**src/rtl/ilm_pkg.sv**
```systemverilog
// Package: constants and types for the indirect and literal move executor
`default_nettype none
package ilm_pkg;
   localparam int ILM_PTR_W = 16;
   localparam int ILM_OFS_W = 6;
   localparam int ILM_BANK_W = 5;
   localparam int ILM_PAGE_W = 7;
   localparam int ILM_FILE_W = 7;
   localparam logic [15:0] ILM_PTR_RST = 16'h0000;
   localparam logic [7:0] ILM_ACC_RST = 8'h00;
   localparam logic [4:0] ILM_BANK_RST = 5'h00;
   localparam logic [6:0] ILM_PAGE_RST = 7'h00;
   localparam logic [15:0] ILM_PTR_ONE = 16'h0001;

   // APB register byte offsets
   localparam logic [11:0] ILM_PTR0_OFS = 12'h000;
   localparam logic [11:0] ILM_PTR1_OFS = 12'h004;
   localparam logic [11:0] ILM_ACC_OFS = 12'h008;
   localparam logic [11:0] ILM_BANK_OFS = 12'h00C;
   localparam logic [11:0] ILM_PAGE_OFS = 12'h010;
   localparam logic [11:0] ILM_STAT_OFS = 12'h014;
   localparam logic [11:0] ILM_CNT_OFS = 12'h018;

   // Instruction opcodes on the decoded instruction port
   typedef enum logic [2:0]
   {
      ILM_OP_NOP   = 3'b000,
      ILM_OP_LDIND = 3'b001,
      ILM_OP_LDREL = 3'b010,
      ILM_OP_LBANK = 3'b011,
      ILM_OP_LPAGE = 3'b100,
      ILM_OP_LACC  = 3'b101,
      ILM_OP_STACC = 3'b110
   } ilm_op_t;

   typedef enum logic [1:0]
   {
      ILM_MM_PREINC  = 2'b00,
      ILM_MM_PREDEC  = 2'b01,
      ILM_MM_POSTINC = 2'b10,
      ILM_MM_POSTDEC = 2'b11
   } ilm_upd_t;

   typedef struct packed {
      logic     valid;
      ilm_op_t  op;
      logic     sel;
      ilm_upd_t upd;
      logic [7:0] imm;
   } ilm_instr_t;

   typedef struct packed {
      logic        req;
      logic [15:0] addr;
   } ilm_dreq_t;

   typedef struct packed {
      logic       we;
      logic [6:0] addr;
      logic [7:0] data;
   } ilm_fwr_t;

   typedef struct packed {
      logic [1:0][15:0] ptr;
      logic [7:0]       acc;
      logic [4:0]       bank;
      logic [6:0]       page;
      logic             zero;
      logic [15:0]      cnt;
      ilm_dreq_t        dreq;
      ilm_fwr_t         fwr;
      logic [31:0]      prdata;
      logic             pready;
   } ilm_state_t;
endpackage
`default_nettype wire

```
**src/rtl/ilm_core.sv**
```systemverilog
// Executor for indirect loads, literal loads and the accumulator store
//
// Chosen here: the register offsets and the APB slave port.
`default_nettype none
module ilm_core
   import ilm_pkg::*;
(
   input  wire logic        mclk,
   input  wire logic        rst_b,
   input  wire ilm_instr_t  instr,
   output logic             instr_ready,
   output ilm_dreq_t        dreq,
   input  wire logic        drsp_valid,
   input  wire logic [7:0]  drsp_data,
   output ilm_fwr_t         fwr,
   output logic [15:0]      ptr0,
   output logic [15:0]      ptr1,
   output logic [7:0]       acc,
   output logic [4:0]       bank,
   output logic [6:0]       page,
   output logic             zero,
   input  wire logic        psel,
   input  wire logic        penable,
   input  wire logic        pwrite,
   input  wire logic [11:0] paddr,
   input  wire logic [31:0] pwdata,
   output logic [31:0]      prdata,
   output logic             pready,
   output logic             pslverr
);
   ilm_state_t s_q;
   ilm_state_t s_d;

   ////////////////////////////////////////////////////////////////////////////
   function automatic logic [15:0] step(input logic [15:0] p, input logic dec);
      step = dec ? p - ILM_PTR_ONE : p + ILM_PTR_ONE;
   endfunction

   function automatic logic [15:0] sext_ofs(input logic [5:0] k);
      sext_ofs = {{10{k[5]}}, k};
   endfunction

   function automatic logic mapped(input logic [11:0] a);
      mapped = (a == ILM_PTR0_OFS) || (a == ILM_PTR1_OFS) || (a == ILM_ACC_OFS) ||
               (a == ILM_BANK_OFS) || (a == ILM_PAGE_OFS) || (a == ILM_STAT_OFS) ||
               (a == ILM_CNT_OFS);
   endfunction

   ////////////////////////////////////////////////////////////////////////////
   logic        busy;
   logic [15:0] cur;
   logic        apb_acc;

   assign busy        = s_q.dreq.req;
   assign cur         = s_q.ptr[instr.sel];
   assign instr_ready = !busy;
   assign apb_acc     = psel && penable && !s_q.pready;

   always_comb
   begin
      s_d        = s_q;
      s_d.fwr.we = 1'b0;
      s_d.pready = 1'b0;
      if (busy)
      begin
         if (drsp_valid)
         begin
            s_d.dreq.req = 1'b0;
            s_d.acc      = drsp_data;
            s_d.zero     = drsp_data == 8'h00;
            s_d.cnt      = s_q.cnt + 16'h0001;
         end
      end
      else if (instr.valid)
      begin
         case (instr.op)
            ILM_OP_LDIND:
            begin
               s_d.dreq.req = 1'b1;
               case (instr.upd)
                  ILM_MM_PREINC, ILM_MM_PREDEC:
                  begin
                     s_d.dreq.addr         = step(cur, instr.upd[0]);
                     s_d.ptr[instr.sel]    = step(cur, instr.upd[0]);
                  end
                  default:
                  begin
                     s_d.dreq.addr         = cur;
                     s_d.ptr[instr.sel]    = step(cur, instr.upd[0]);
                  end
               endcase
            end
            ILM_OP_LDREL:
            begin
               s_d.dreq.req  = 1'b1;
               s_d.dreq.addr = cur + sext_ofs(instr.imm[5:0]);
            end
            ILM_OP_LBANK: s_d.bank = instr.imm[4:0];
            ILM_OP_LPAGE: s_d.page = instr.imm[6:0];
            ILM_OP_LACC:  s_d.acc  = instr.imm;
            ILM_OP_STACC:
            begin
               s_d.fwr.we   = 1'b1;
               s_d.fwr.addr = instr.imm[6:0];
               s_d.fwr.data = s_q.acc;
            end
            default: s_d.cnt = s_q.cnt;
         endcase
      end
      // APB slave: one wait state, software writes only while core idle
      if (apb_acc)
      begin
         s_d.pready = 1'b1;
         s_d.prdata = 32'h0000_0000;
         case (paddr)
            ILM_PTR0_OFS: s_d.prdata = {16'h0000, s_q.ptr[0]};
            ILM_PTR1_OFS: s_d.prdata = {16'h0000, s_q.ptr[1]};
            ILM_ACC_OFS:  s_d.prdata = {24'h00_0000, s_q.acc};
            ILM_BANK_OFS: s_d.prdata = {27'h000_0000, s_q.bank};
            ILM_PAGE_OFS: s_d.prdata = {25'h000_0000, s_q.page};
            ILM_STAT_OFS: s_d.prdata = {30'h0000_0000, busy, s_q.zero};
            ILM_CNT_OFS:  s_d.prdata = {16'h0000, s_q.cnt};
            default:      s_d.prdata = 32'h0000_0000;
         endcase
      end
      // Write lands at the edge that completes the transfer
      if (psel && penable && s_q.pready && pwrite && !busy && !instr.valid)
      begin
         case (paddr)
            ILM_PTR0_OFS: s_d.ptr[0] = pwdata[15:0];
            ILM_PTR1_OFS: s_d.ptr[1] = pwdata[15:0];
            ILM_CNT_OFS:  s_d.cnt    = 16'h0000;
            default:      s_d.cnt    = s_d.cnt;
         endcase
      end
   end

   always_ff @(posedge mclk or negedge rst_b)
   begin
      if (!rst_b)
      begin
         s_q        <= '0;
         s_q.ptr[0] <= ILM_PTR_RST;
         s_q.ptr[1] <= ILM_PTR_RST;
         s_q.acc    <= ILM_ACC_RST;
         s_q.bank   <= ILM_BANK_RST;
         s_q.page   <= ILM_PAGE_RST;
      end
      else
      begin
         s_q <= s_d;
      end
   end

   assign dreq    = s_q.dreq;
   assign fwr     = s_q.fwr;
   assign ptr0    = s_q.ptr[0];
   assign ptr1    = s_q.ptr[1];
   assign acc     = s_q.acc;
   assign bank    = s_q.bank;
   assign page    = s_q.page;
   assign zero    = s_q.zero;
   assign prdata  = s_q.prdata;
   assign pready  = s_q.pready;
   assign pslverr = s_q.pready && !mapped(paddr);

   ////////////////////////////////////////////////////////////////////////////
   logic take;
   logic go_lacc;
   logic go_ind;
   assign take    = instr.valid && !busy;
   assign go_lacc = take && instr.op == ILM_OP_LACC;
   assign go_ind  = take && instr.op == ILM_OP_LDIND;

   literal_acc_a: assert property (@(posedge mclk) disable iff (!rst_b)
      go_lacc |=> acc == $past(instr.imm) && $stable(zero))
      else $error("accumulator literal not loaded");
   literal_bank_a: assert property (@(posedge mclk) disable iff (!rst_b)
      take && instr.op == ILM_OP_LBANK |=> bank == $past(instr.imm[4:0]) && $stable(zero))
      else $error("bank literal not loaded");
   literal_page_a: assert property (@(posedge mclk) disable iff (!rst_b)
      take && instr.op == ILM_OP_LPAGE |=> page == $past(instr.imm[6:0]) && $stable(zero))
      else $error("page literal not loaded");
   store_file_a: assert property (@(posedge mclk) disable iff (!rst_b)
      take && instr.op == ILM_OP_STACC |=> fwr.we && fwr.data == $past(acc)
      && fwr.addr == $past(instr.imm[6:0]) && $stable(zero))
      else $error("store did not write file register");
   pre_inc_a: assert property (@(posedge mclk) disable iff (!rst_b)
      go_ind && instr.upd == ILM_MM_PREINC && !instr.sel
      |=> dreq.req && dreq.addr == $past(ptr0) + 16'h0001 && ptr0 == dreq.addr)
      else $error("pre-increment address wrong");
   pre_dec_a: assert property (@(posedge mclk) disable iff (!rst_b)
      go_ind && instr.upd == ILM_MM_PREDEC && instr.sel
      |=> dreq.req && dreq.addr == $past(ptr1) - 16'h0001 && ptr1 == dreq.addr)
      else $error("pre-decrement address wrong");
   post_inc_a: assert property (@(posedge mclk) disable iff (!rst_b)
      go_ind && instr.upd == ILM_MM_POSTINC && !instr.sel
      |=> dreq.addr == $past(ptr0) && ptr0 == $past(ptr0) + 16'h0001)
      else $error("post-increment wrong");
   post_dec_a: assert property (@(posedge mclk) disable iff (!rst_b)
      go_ind && instr.upd == ILM_MM_POSTDEC && instr.sel
      |=> dreq.addr == $past(ptr1) && ptr1 == $past(ptr1) - 16'h0001)
      else $error("post-decrement wrong");
   rel_keep_a: assert property (@(posedge mclk) disable iff (!rst_b)
      take && instr.op == ILM_OP_LDREL |=> dreq.req && $stable(ptr0) && $stable(ptr1))
      else $error("offset mode changed pointer");
   req_hold_a: assert property (@(posedge mclk) disable iff (!rst_b)
      busy && !drsp_valid |=> dreq.req && $stable(dreq.addr) && $stable(acc))
      else $error("pending indirect request dropped");
   zero_flag_a: assert property (@(posedge mclk) disable iff (!rst_b)
      busy && drsp_valid |=> !dreq.req && acc == $past(drsp_data) && zero == ($past(drsp_data) == 8'h00))
      else $error("indirect load result or zero flag wrong");
   store_cov_c: cover property (@(posedge mclk) disable iff (!rst_b) fwr.we);
   lacc_cov_c: cover property (@(posedge mclk) disable iff (!rst_b) go_lacc);
   ind_cov_c: cover property (@(posedge mclk) disable iff (!rst_b) busy && drsp_valid && drsp_data == 8'h00);
   wrap_cov_c: cover property (@(posedge mclk) disable iff (!rst_b) $past(ptr0) == 16'hFFFF && ptr0 == 16'h0000);
endmodule
`default_nettype wire

```
**config.mk**
```make
export PLATFORM = sky130hd
export DESIGN_NAME = ilm_core
export DESIGN_NICKNAME = d
export VERILOG_FILES = /design/src/rtl/ilm_pkg.sv /design/src/rtl/ilm_core.sv
export SDC_FILE = /design/constraint.sdc
export NUM_CORES = 1
export LEC_CHECK = 0
export BUFFER_PORTS_ARGS = -buffer_cell sky130_fd_sc_hd__buf_2
export CAP_MARGIN = 20
export CORE_ASPECT_RATIO = 1.5
export CORE_UTILIZATION = 53
export CTS_BUF_LIST = sky130_fd_sc_hd__clkbuf_8 sky130_fd_sc_hd__clkbuf_16
export DETAILED_ROUTE_END_ITERATION = 7
export PLACE_DENSITY = 0.79
export SYNTH_ARGS = -nofsm -noshare
export SYNTH_HDL_FRONTEND = slang
export SYNTH_SLANG_ARGS = --single-unit
export TNS_END_PERCENT = 10
```
**constraint.sdc**
```tcl
create_clock -name mclk -period 8.3 [get_ports mclk]
set_input_delay 1.245 -clock mclk [delete_from_list [all_inputs] [get_ports mclk]]
set_output_delay 1.245 -clock mclk [all_outputs]
set_load 0.01 [all_outputs]
```
==> results.yml <==
status:
  status: "finished clean"
global_routing:
  grt_usage_pct: 29.3
  antenna_found_initial: 2
  grt_pass1_vias: 6928
  grt_max_degree: 61
  grt_pass1_wl_um: 36700
  gr-total-overflow: 0
worst_hold_path:
  min_path_cells: 2
  min_path_type: "reg -> reg"
logic_synthesis:
  yosysTopAreaCellShare_pct: 36.0
  ys_warn_count: 0
  synthesis.area_um2: 8260
  yosys.area_share.simple_pct: 15.2
  synth_flop_cell: "dfrtp_1"
  synthCells: 924
  synth_compound_area_share_pct: 17.6
  synthDistinctLibCells: 65
  synthAdderAreaFrac_pct: 5.03
  synth_commonest_cells: "120 x buf_4, 119 x dfrtp_1, 92 x nor2_1"
  ys_ff_latch: 119
  ys_seq_area_share_pct: 36.0
  avgSynthCellArea_um2: 8.94
  synthMuxAreaShare_pct: 8.81
  synth_top_area_cell: "dfrtp_1"
  synth_edf_count: 0
  ys_top_cells_by_area: "dfrtp_1 36%, buf_4 11%, mux2_2 6.7%"
  synth_xor_area_share_pct: 4.03
  synthArstFlopShare_pct: 100
  synth.most_common_cell: "buf_4"
  synth_top_family_by_area: "compound AO/OA/AOI/OAI gates"
timing:
  drv_slew: 0
  fin_skew_ns: 0.00763
  finalCritPeriodShare_pct: 50.0
  fin_tns_setup_ns: 0
  hold_ws_ns: 0.474
  hold_violations: 0
  setup_violations: 0
  clock.fmax_mhz: 241
  min_period_ns: 4.15
  worst_pin_slew_ns: 1.07
  rsz0062_at_grt: "no"
  relSlewSlack_pct: 28.5
routing:
  drt_first_iter_violations: 679
  vias: 7205
  routedWlPerCell_um: 19.5
  dr.pass1.iters: 6
  routed_via_density: 6.07
  drc: 0
  ant_nets: 0
  wirelength_um: 23100
clock_tree:
  numCtsBuffers: 17
  cts_sinks: 119
  cts_buffer_depth: 2
  cts_resized: 0
  cts_setup_buffers: 0
  holdBufCountCts: 0
  root_buffer: "clkbuf_16"
  cts.htree.levels: 4
  cts_tree: "yes"
  clk_latency_ns: 0.42
  path_clk_slew_ns: 0.06
critical_path:
  cp.required_ns: 8.61
  path_buf_inv: 2
  path_max_fanout: 20
  crit_path_cell_trace: "buf_2 -> mux2i_2 -> inv_1 -> ha_1 -> fa_1 -> a21o_1 -> a21oi_1 -> o211ai_1 -> a31oi_1 -> and3b_1 -> o41ai_1 -> a211o_1"
  critPathKind: "in -> reg"
  crit_path_end_kind: "flop"
  critPathSlowestCell: "mux2i_2"
  crit_cells: 12
  cp_top_family: "compound AO/OA/AOI/OAI gates"
  cp.arrival_ns: 4.45
  crit_path_start_kind: "primary input"
  critical_path.max_stage_delay_ns: 0.52
  r2r_cells: 11
place:
  io_buffers: 161
  place_area_um2: 8380
  dp.final_hpwl_um: 17300
  place.gp.congestion: 0.937
floorplanning:
  io_pins: 194
  fp.coreArea_um2: 15100
  die_h_um: 155
  initial_core_util_pct: 54.6
  dieArea_um2: 16100
  die_w_um: 104
  num_rows: 55
layout:
  postLayoutCellArea_um2: 8960
  area_delta_synth_final_pct: 8.40
  nNetsFinal: 1078
  drive_above_1_share_pct: 26.4
power_and_ir_drop:
  power_per_cell_area_nw_per_um2: 312
  vdd_drop_max_uv: 148
  p_leak_nw: 4.18
run:
  drv_cap: 0
[registers in the layout, summed over array words and instances (netlist names), 5 cells and up]
signal,flops
fwr,16
ptr0,16
acc,8
prdata,16
dreq,16
page,7
ptr1,16
s_q,16
bank,5
[cell families (layout without fill, tap and decap cells)]
group           after synthesis  in the layout
compound gates              232            232
xor+xnor                     38             38
fa+ha+maj                    32             32
buf+inv                     166            213
flops                       119            119
mux                          65             65
other cells                   1             18
simple gates                271            271
[layout make-up]
cell class                 count  area [um2]
clock inverter                14         125
multi-input combinational    654        4250
inverter                      13        48.8
antenna                        2        5.00
sequential                   119        2980
clock buffer                  18         439
fill                        1357        6180
tap                          199         249
timing repair buffer         168         861
[power by group]
part	internal, mW	leakage [nW]	switching, mW
sequential	0.735	1.52	0.162
clock	0.420	0.273	0.281
combinational	0.504	2.39	0.696
[through the flow]
stage               std cells  worst slack, ns  total power, mW  util, %
floorplan                 939             4.39             1.85        -
global placement         1152             3.81             2.04     55.4
detailed placement       1152             3.76             2.07     55.4
CTS                      1184             4.19             2.78     59.1
global route             1186             4.01             2.96     59.2
finish                   1187             4.15             2.80     59.2
[cell usage in the layout, fill, tap and decap left out, types with 7 or more instances in the layout]
| cell | n |
|---|---|
| a222oi_1 | 10 |
| dfrtp_1 | 119 |
| a21oi_1 | 65 |
| ha_1 | 30 |
| a31oi_1 | 11 |
| a22oi_1 | 18 |
| nor2_1 | 92 |
| nor3_1 | 13 |
| xor2_1 | 17 |
| nor2b_1 | 9 |
| a221oi_1 | 13 |
| o21a_1 | 7 |
| or3_1 | 7 |
| nand4_1 | 7 |
| nand3_1 | 11 |
| inv_1 | 13 |
| and3_1 | 10 |
| buf_4 | 8 |
| a21o_1 | 8 |
| nand2_1 | 90 |
| buf_2 | 160 |
| mux2i_1 | 14 |
| o21ai_0 | 70 |
| conb_1 | 16 |
| mux2_2 | 49 |
| xnor2_1 | 21 |
| clkbuf_16 | 17 |
| nand2b_1 | 7 |
[per-layer routing]
| layer | vias to the layer above | share of wire (%) | global-route usage (%) |
|---|---|---|---|
| li1 | 3289 | - | - |
| met1 | 3442 | 37 | 34.1 |
| met2 | 385 | 51 | 50.5 |
| met3 | 89 | 6.5 | 4.73 |
| met4 | 0 | 5.1 | 17.9 |
| met5 | - | 0 | 0 |
[worst reg2reg max path: cells and delay by family (launching register included)]
kind	cells	cell delay [ns]
AO/OA/AOI/OAI	6	1.32
adder cells (fa/ha/maj)	2	0.68
buffers and inverters	1	0.09
flip-flops	1	0.45
multiplexers	1	0.43
AND/OR/NAND/NOR	1	0.20
[final timing paths]
| check | to | slack, ns | startpoint |
|---|---|---|---|
| setup / recovery | dreq[14]$_DFFE_PN0P_ | 4.15 | instr[10] |
| hold / removal | prdata[2]$_DFFE_PN0P_ | 0.47 | prdata[2]$_DFFE_PN0P_ |
| setup reg to reg | dreq[14]$_DFFE_PN0P_ | 5.02 | ptr1[0]$_DFF_PN0_ |
| hold reg to reg | prdata[2]$_DFFE_PN0P_ | 0.47 | prdata[2]$_DFFE_PN0P_ |
| max in group asynchronous | ptr1[5]$_DFF_PN0_ | 6.14 | rst_b |
| min in group asynchronous | dreq[13]$_DFFE_PN0P_ | 0.89 | rst_b |
Power figures use the tool's default switching activity.
